### config.mk
export PLATFORM = sky130hd
export DESIGN_NAME = dac_ctrl_regs
export DESIGN_NICKNAME = d
export VERILOG_FILES = /design/src/design/reset_stretch.v /design/src/design/dac_ctrl_regs.v
export VERILOG_INCLUDE_DIRS = /design/src /design/src/design
export SDC_FILE = /design/constraint.sdc
export NUM_CORES = 1
export LEC_CHECK = 0
export ABC_AREA = 0
export BUFFER_PORTS_ARGS = -buffer_cell sky130_fd_sc_hd__buf_2
export CAP_MARGIN = 20
export CORE_ASPECT_RATIO = 1.2
export CORE_UTILIZATION = 25
export CTS_BUF_LIST = sky130_fd_sc_hd__clkbuf_2
export DETAILED_ROUTE_END_ITERATION = 10
export GPL_TIMING_DRIVEN = 0
export PLACE_DENSITY = 0.53
export SKIP_CTS_REPAIR_TIMING = 1
export SLEW_MARGIN = 0
export SYNTH_ARGS = -nofsm -noshare
export SYNTH_HDL_FRONTEND = slang
export SYNTH_HIERARCHICAL = 1
export SYNTH_SLANG_ARGS = --single-unit
### constraint.sdc
create_clock -name ref_clk -period 2.94 [get_ports ref_clk]
set_input_delay 0.588 -clock ref_clk [delete_from_list [all_inputs] [get_ports ref_clk]]
set_output_delay 0.588 -clock ref_clk [all_outputs]
set_load 0.01 [all_outputs]
### src/design/dac_ctrl_map.vh
// Register offsets, field positions and reset values of the DAC control bank
`ifndef DAC_CTRL_MAP_VH
`define DAC_CTRL_MAP_VH
`define ADDR_W 4
`define DATA_W 8
`define OFS_FUNCTION 4'h5
`define OFS_SYSTEM 4'h6
`define OFS_SERIAL 4'h7
`define FN_RESET 8'h00
`define SYS_RESET 8'h00
`define SER_RESET 8'h00
`define FN_DEEMPH_LO 1
`define FN_DEEMPH_HI 0
`define FN_PHASE 2
`define FN_ZERO_MUTE 3
`define FN_MUTE_LO 4
`define FN_MUTE_HI 7
`define SYS_RATE_LO 0
`define SYS_RATE_HI 1
`define SYS_POWERDOWN_12 2
`define SYS_POWERDOWN_34 3
`define SYS_SWRST 7
`define SYS_WMASK 8'h0f
`define SER_FORMAT_LO 0
`define SER_FORMAT_HI 2
`define SER_FRAME_POL 4
`define SER_BIT_EDGE 5
`define SER_WMASK 8'h37
`define RATE_SINGLE 2'h0
`define RATE_DUAL 2'h1
`define RATE_QUAD 2'h2
`define RATE_UNUSED 2'h3
`define FORMAT_LJ24 3'h0
`define FORMAT_I2S24 3'h1
`define FORMAT_TDM0 3'h2
`define FORMAT_TDM1 3'h3
`define FORMAT_RJ24 3'h4
`define FORMAT_RJ20 3'h5
`define FORMAT_RJ18 3'h6
`define FORMAT_RJ16 3'h7
`define RST_HOLD_CYCLES 4'h4
`endif

### src/design/reset_stretch.v
// Stretches a software reset request into a fixed-length internal reset pulse
`timescale 1ns/100ps
`default_nettype none
`include "dac_ctrl_map.vh"
module reset_stretch #(
  parameter [3:0] HOLD = `RST_HOLD_CYCLES
) (
  input wire ref_clk,
  input wire rst,
  input wire start,
  output wire busy,
  output reg done_q
);
  // Remaining cycles of the reset pulse
  reg [3:0] cnt_q;
  // Busy while counting
  assign busy = (cnt_q != 4'h0);
  // Load on request, count down, flag the cycle after the final one
  always @(posedge ref_clk or posedge rst) begin
    if (rst) begin
      cnt_q <= 4'h0;
      done_q <= 1'b0;
    end else begin
      done_q <= (cnt_q == 4'h1);
      if (start && !busy) begin
        cnt_q <= HOLD;
      end else if (busy) begin
        cnt_q <= cnt_q - 4'h1;
      end
    end
  end
endmodule // reset_stretch
`default_nettype wire

### src/design/dac_ctrl_regs.v
// Software-mode control register bank of a four-channel audio DAC
// Contract
// - Zero data mute defaults off, 1 enables
// - Per-channel soft mute defaults off, 1 mutes
// - System register bit layout with reserved zeros
// - Sampling mode 00 single, 01 dual, 10 quad
// - Channel 1/2 power-down defaults off, 1 powers down
// - Channel 3/4 power-down defaults off, 1 powers down
// - Software reset bit resets whole device logic; here it clears the three registers, not the read port
// - Serial port register bit layout, reserved zeros
// - Format codes for justified and I2S modes
// - Codes 010/011 select TDM, zero/one delay
// - Frame clock polarity defaults normal, 1 inverts
// - Bit clock edge defaults rising, 1 falling
// - De-emphasis only active in single rate
`timescale 1ns/100ps
`default_nettype none
`include "dac_ctrl_map.vh"
module dac_ctrl_regs (
  input wire ref_clk,
  input wire rst,
  input wire wr_en,
  input wire rd_en,
  input wire [3:0] addr,
  input wire [7:0] wr_data,
  output reg [7:0] rd_data_q,
  output reg rd_valid_q,
  output wire device_reset,
  output wire zero_data_mute,
  output wire [3:0] channel_soft_mute,
  output wire output_phase_invert,
  output wire [1:0] deemphasis_select,
  output wire deemphasis_active,
  output wire powerdown_ch_1_2,
  output wire powerdown_ch_3_4,
  output wire [1:0] sampling_mode,
  output wire mode_single,
  output wire mode_dual,
  output wire mode_quad,
  output wire mode_invalid,
  output wire [2:0] data_format,
  output wire format_left_justified,
  output wire format_i2s,
  output wire format_tdm,
  output wire tdm_bit_delay,
  output wire format_right_justified,
  output wire [4:0] word_length,
  output wire frame_clock_polarity,
  output wire bit_clock_edge
);
  // Register storage
  reg [7:0] fn_q;
  reg [7:0] sys_q;
  reg [7:0] ser_q;
  // Software reset request and stretched pulse
  wire swrst_req;
  wire swrst_busy;
  wire swrst_done;
  // Combined logic reset seen by the rest of the device
  wire logic_rst;

  // Word length of a right-justified code
  function [4:0] rj_len;
    input [2:0] code;
    begin
      case (code)
        `FORMAT_RJ24: rj_len = 5'h18;
        `FORMAT_RJ20: rj_len = 5'h14;
        `FORMAT_RJ18: rj_len = 5'h12;
        `FORMAT_RJ16: rj_len = 5'h10;
        default: rj_len = 5'h18;
      endcase
    end
  endfunction

  // write of one to reset bit
  assign swrst_req = wr_en && (addr == `OFS_SYSTEM) && wr_data[`SYS_SWRST];

  // Stretch the request so every downstream block sees a clean reset
  reset_stretch u_rst (
    .ref_clk(ref_clk),
    .rst(rst),
    .start(swrst_req),
    .busy(swrst_busy),
    .done_q(swrst_done)
  );

  assign logic_rst = rst | swrst_busy;
  assign device_reset = logic_rst;

  // Function register, cleared by either reset source
  always @(posedge ref_clk or posedge rst) begin
    if (rst) begin
      fn_q <= `FN_RESET;
    end else if (swrst_busy) begin
      fn_q <= `FN_RESET;
    end else if (wr_en && addr == `OFS_FUNCTION) begin
      fn_q <= wr_data;
    end
  end

  // System register; only low four bits are writable
  always @(posedge ref_clk or posedge rst) begin
    if (rst) begin
      sys_q <= `SYS_RESET;
    end else if (swrst_busy) begin
      sys_q <= `SYS_RESET;
    end else if (wr_en && addr == `OFS_SYSTEM && !wr_data[`SYS_SWRST]) begin
      sys_q <= wr_data & `SYS_WMASK;
    end
  end

  // Serial port register with reserved bits masked
  always @(posedge ref_clk or posedge rst) begin
    if (rst) begin
      ser_q <= `SER_RESET;
    end else if (swrst_busy) begin
      ser_q <= `SER_RESET;
    end else if (wr_en && addr == `OFS_SERIAL) begin
      ser_q <= wr_data & `SER_WMASK;
    end
  end

  // Read port; reset bit reads one while reset is running
  always @(posedge ref_clk or posedge rst) begin
    if (rst) begin
      rd_data_q <= 8'h00;
      rd_valid_q <= 1'b0;
    end else begin
      rd_valid_q <= rd_en;
      if (rd_en) begin
        case (addr)
          `OFS_FUNCTION: rd_data_q <= fn_q;
          `OFS_SYSTEM: rd_data_q <= {swrst_busy, sys_q[6:0]};
          `OFS_SERIAL: rd_data_q <= ser_q;
          // Unmapped or outside this bank
          default: rd_data_q <= 8'h00;
        endcase
      end
    end
  end

  assign zero_data_mute = fn_q[`FN_ZERO_MUTE];
  assign channel_soft_mute = fn_q[`FN_MUTE_HI:`FN_MUTE_LO];
  assign output_phase_invert = fn_q[`FN_PHASE];
  assign deemphasis_select = fn_q[`FN_DEEMPH_LO:`FN_DEEMPH_HI];
  assign powerdown_ch_1_2 = sys_q[`SYS_POWERDOWN_12];
  assign powerdown_ch_3_4 = sys_q[`SYS_POWERDOWN_34];
  assign sampling_mode = sys_q[`SYS_RATE_HI:`SYS_RATE_LO];
  assign mode_single = (sampling_mode == `RATE_SINGLE);
  assign mode_dual = (sampling_mode == `RATE_DUAL);
  assign mode_quad = (sampling_mode == `RATE_QUAD);
  assign mode_invalid = (sampling_mode == `RATE_UNUSED);
  assign deemphasis_active = mode_single && (deemphasis_select != 2'h0);
  assign data_format = ser_q[`SER_FORMAT_HI:`SER_FORMAT_LO];
  assign format_left_justified = (data_format == `FORMAT_LJ24);
  assign format_i2s = (data_format == `FORMAT_I2S24);
  assign format_right_justified = data_format[2];
  // Non right-justified formats all carry 24-bit words
  assign word_length = format_right_justified ? rj_len(data_format) : 5'h18;
  assign format_tdm = (data_format == `FORMAT_TDM0) || (data_format == `FORMAT_TDM1);
  assign tdm_bit_delay = (data_format == `FORMAT_TDM1);
  assign frame_clock_polarity = ser_q[`SER_FRAME_POL];
  assign bit_clock_edge = ser_q[`SER_BIT_EDGE];
endmodule // dac_ctrl_regs
`default_nettype wire

After elaboration in Yosys (flattened, before gate mapping) --
Index checks and enable logic that the tools add are counted.
Storage, ports and cells: register bits after elaboration 36, input bits 16, output and inout port bits 42, logic and storage cells 49
Operators by class: add/subtract/negate cells 1, equal/unequal tests 12, multiplexer cells 11, bitwise operators 1, reductions and logical operators 18
Operator list (count):
- two-way mux 8 bit | 4
- one-hot mux 8 bit (3 select lines) | 1
- two-way mux 7 bit | 2
- equality test 4 x 3 -> 1 bit (second input constant) | 3
- one-hot mux 4 bit (3 select lines) | 1
- nonzero test 2 bit | 5
- equality test 3 bit (second input constant) | 3
- two-way mux 4 bit | 2
- logical AND 1 bit | 7
- equality test 3 x 2 -> 1 bit (second input constant) | 2
- two-way mux 5 bit | 1
- equality test 2 bit (second input constant) | 2
- nonzero test 4 bit | 1
- subtractor 4 x 1 -> 4 bit (second input constant) | 1
- equality test 3 x 1 -> 1 bit (second input constant) | 1
- logical NOT 3 bit | 1
- equality test 2 x 1 -> 1 bit (second input constant) | 1
- logical NOT 1 bit | 2
- logical NOT 2 bit | 1
- logical OR 1 bit | 1
- OR 1 bit | 1

Longest topological paths before layout --
word-level depth 5, gate-level depth with buffers 7, depth with buffers taken out 6

Modules after synthesis --
The synthesis kept the hierarchy.
Modules (own cells, without submodules):
- dac_ctrl_regs | times used 1, cells an instance 146, area each 1357.6 um^2, sequential area each 650.6 um^2
- reset_stretch | times used 1, cells an instance 23, area each 255.2 um^2, sequential area each 125.1 um^2

Least setup slack after synthesis --
Ideal clock, no wire load.
path kind register -> output, start register u_rst.cnt_q[0], end output device_reset, data arrival time 1.460 ns, data required time 2.352 ns, path slack 0.892 ns, stages on the path, launching flop included 7, path buffers 1, cells stage by stage dfrtp_1 -> inv_1 -> ha_1 -> nor3b_2 -> inv_1 -> clkbuf_1 -> or2_2
On the way: cells in the longest elaborated chain, start to end 2
Ends and longest elaborated chain:
- start: declaration | RTL line reset_stretch.v:15 | reg [3:0] cnt_q;
- start signal: assignment | RTL line reset_stretch.v:28 | cnt_q <= cnt_q - 4'h1;
- nonzero test 4 bit | RTL line reset_stretch.v:17 | assign busy = (cnt_q != 4'h0);
- named net swrst_busy | RTL line dac_ctrl_regs.v:57 | wire swrst_busy;
- OR 1 bit | RTL line dac_ctrl_regs.v:88 | assign logic_rst = rst | swrst_busy;
- end: declaration | RTL line dac_ctrl_regs.v:28 | output wire device_reset,
The timed path passes the listed nets, and every way through them passes these cells.

Final worst setup path --
Same ends and word-level chain as after synthesis.

==> results.py <==
metrics = {
    "sta": {
        "setup_ws_ns": 0.266,
        "clock_skew_ns": 0.00884,
        "worstMarginPinSlew_ns": 0.568,
        "period_needed_ns": 2.67,
        "hold_viol": 0,
        "drv_slew": 0,
        "tns_ns": 0,
        "fmax_mhz": 374,
        "rsz0062_at_grt": "no",
        "slew_headroom_pct": 62.1,
        "finalSetupViolations": 0,
        "period_share_pct": 91.0,
    },
    "route": {
        "vias_per_cell": 4.78,
        "vias": 1483,
        "drt_iter0_markers": 52,
        "post_drt_wl_per_cell_um": 14.1,
        "detail_route.first_pass.iterations": 5,
        "routed_wl_mm": 4.37,
        "drcViolationCount": 0,
        "drtAntennaViolNets": 0,
    },
    "power_and_ir_drop": {
        "max-vdd-ir-drop_uv": 303,
        "power_frac_clock_pct": 22.3,
        "p_sw_w": 0.000300,
        "pwr-share-seq_pct": 53.9,
        "power_density_mw_per_mm2": 444,
        "switching_share_pct": 33.8,
        "power_frac_comb_pct": 23.7,
        "leakage_nw": 0.952,
        "power.internal_w": 0.000588,
    },
    "critical_path": {
        "cp_num_buf_inv": 3,
        "path_cells": "inv_1 > ha_1 > nor3b_4 > inv_1 > or2_2 > buf_2",
        "cpPeakStageDelay_ns": 0.44,
        "crit_path_end_kind": "primary output",
        "critPathKind": "reg2out",
        "cp-start-kind": "flop",
        "crit_path_max_fanout": 10,
        "critPathArrivalTime_ns": 2.09,
        "worstPathRequired_ns": 2.35,
        "cpLargestDelayFamily": "simple AND/OR/NAND/NOR gates",
        "slowest_stage": "dfrtp_1",
        "crit_top_cell": "inv_1",
    },
    "grt": {
        "grt_pass1_vias": 1351,
        "grt_antenna_before_repair": 0,
        "met1_usage_pct": 18.4,
        "grt_use_met3_pct": 3.64,
        "grt_overflow": 0,
        "grt_max_degree": 27,
        "grt_pass1_wl_mm": 6.79,
        "grt.busiest_layer": "met2",
        "grt.total_usage_pct": 13.8,
        "met2_usage_pct": 21.8,
    },
    "clocking": {
        "cts_tree": "built",
        "clk_pin_slew_ns": 0.15,
        "cts-root-buf": "clkbuf_2",
        "insertion_delay_ns": 0.36,
        "cts_sinks": 30,
        "cts.path.max_buffers": 2,
        "cts_max_level": 2,
        "numCtsBuffers": 5,
    },
    "cells_and_area": {
        "n_fill_cell": 671,
        "drive_above_1_share_pct": 33.8,
        "diodes": 0,
        "final_common_cell": "buf_2",
        "mostFrequentLayoutCells": "56 x buf_2, 30 x dfrtp_1, 20 x o21ai_0",
        "fin_nets": 244,
        "syn_to_final_growth_pct": 27.7,
    },
    "placement": {
        "place.gp.congestion": 0.821,
        "pre_cts_ws_ns": 0.615,
        "port-buffer-count": 55,
        "hpwl_mm": 3.24,
    },
    "status": {
        "status": "finished, final reports clean",
    },
    "logic_synthesis": {
        "yosys_warnings": 6,
        "syn_inst": 165,
        "syn_area_mm2": 0.00157,
        "synth_nets": 182,
        "avgSynthCellArea_um2": 9.49,
    },
    "floorplan": {
        "core_area_mm2": 0.00605,
        "die_x_um": 74.2,
        "initial_core_util_pct": 25.9,
        "core.rowCount": 31,
        "ios": 58,
        "dieArea_mm2": 0.00658,
        "die_y_um": 88.7,
    },
    "job": {
        "drv_cap": 0,
    },
    "hold_path": {
        "hp-class": "in2async",
    },
}
## worst register-to-register path, cell delays in order (launching register included)
cell	delay [ns]
dfrtp_1	0.42
inv_1	0.06
ha_1	0.24
nor3b_4	0.18
inv_1	0.29
clkbuf_1	0.43
a21oi_1	0.09
## layout make-up
type | instances | area (µm²) | share of cell area, %
sequential | 30 | 751 | 37.5
multi-input combinational | 110 | 697 | 34.9
timing repair buffer | 56 | 290 | 14.5
tap | 82 | 103 | 5.13
buffer | 11 | 71.3 | 3.57
inverter | 13 | 48.8 | 2.44
clock buffer | 6 | 30.0 | 1.50
clock inverter | 2 | 8.76 | 0.438
## power by group through the flow
stage          clock network, W  logic (W)  registers, W
6_report               0.000199   0.000211      0.000479
5_1_grt                0.000226   0.000235      0.000483
2_1_floorplan                 0   0.000141      0.000476
4_1_cts                0.000211   0.000204      0.000473
3_5_place_dp                  0   0.000203      0.000481
3_3_place_gp                  0   0.000196      0.000479
## sequential cells by signal, summed over array words and instances, names as in the netlist
register and cells:
fn_q 8, rd_data_q 8, rd_valid_q 1, ser_q 5, sys_q 4, u_rst/cnt_q 4
## path summary, 6_finish.rpt
| path | start | endpoint | slack, ns | depth (start not counted) |
|---|---|---|---|---|
| worst max-delay path | u_rst/cnt_q[0]$_DFFE_PP0P_ | device_reset | 0.27 | 6 |
| worst min-delay path | rst | u_rst/cnt_q[0]$_DFFE_PP0P_ | 0.09 | 2 |
| worst max register to register | u_rst/cnt_q[0]$_DFFE_PP0P_ | ser_q[1]$_DFFE_PP0P_ | 1.09 | 6 |
| worst min register to register | u_rst/cnt_q[0]$_DFFE_PP0P_ | u_rst/cnt_q[0]$_DFFE_PP0P_ | 0.53 | 1 |
| max in group asynchronous | rst | ser_q[1]$_DFFE_PP0P_ | 2.18 | 3 |
| min in group ref_clk | rd_en | rd_valid_q$_DFF_PP0_ | 0.33 | 1 |
## layer usage
layer	wire length (µm)	part of all wire (%)	up-vias
met4	58	1.3	0
li1	-	-	719
met1	1870	43	705
met5	0	0	-
met3	325	7.4	6
met2	2120	48	53
## stage by stage
stage	cells	hold slack [ns]	power, W	util (%)	instance area, µm²
5_1_grt	310	0.0621	0.000945	33.0	2000
4_1_cts	310	0.0605	0.000888	32.8	1980
3_5_place_dp	302	0.495	0.000684	32.1	1940
6_report	310	0.0866	0.000888	33.0	2000
3_3_place_gp	302	0.496	0.000675	32.1	1940
2_1_floorplan	165	0.354	0.000617	-	1570
Note: power is estimated with default switching activity, not from simulation.
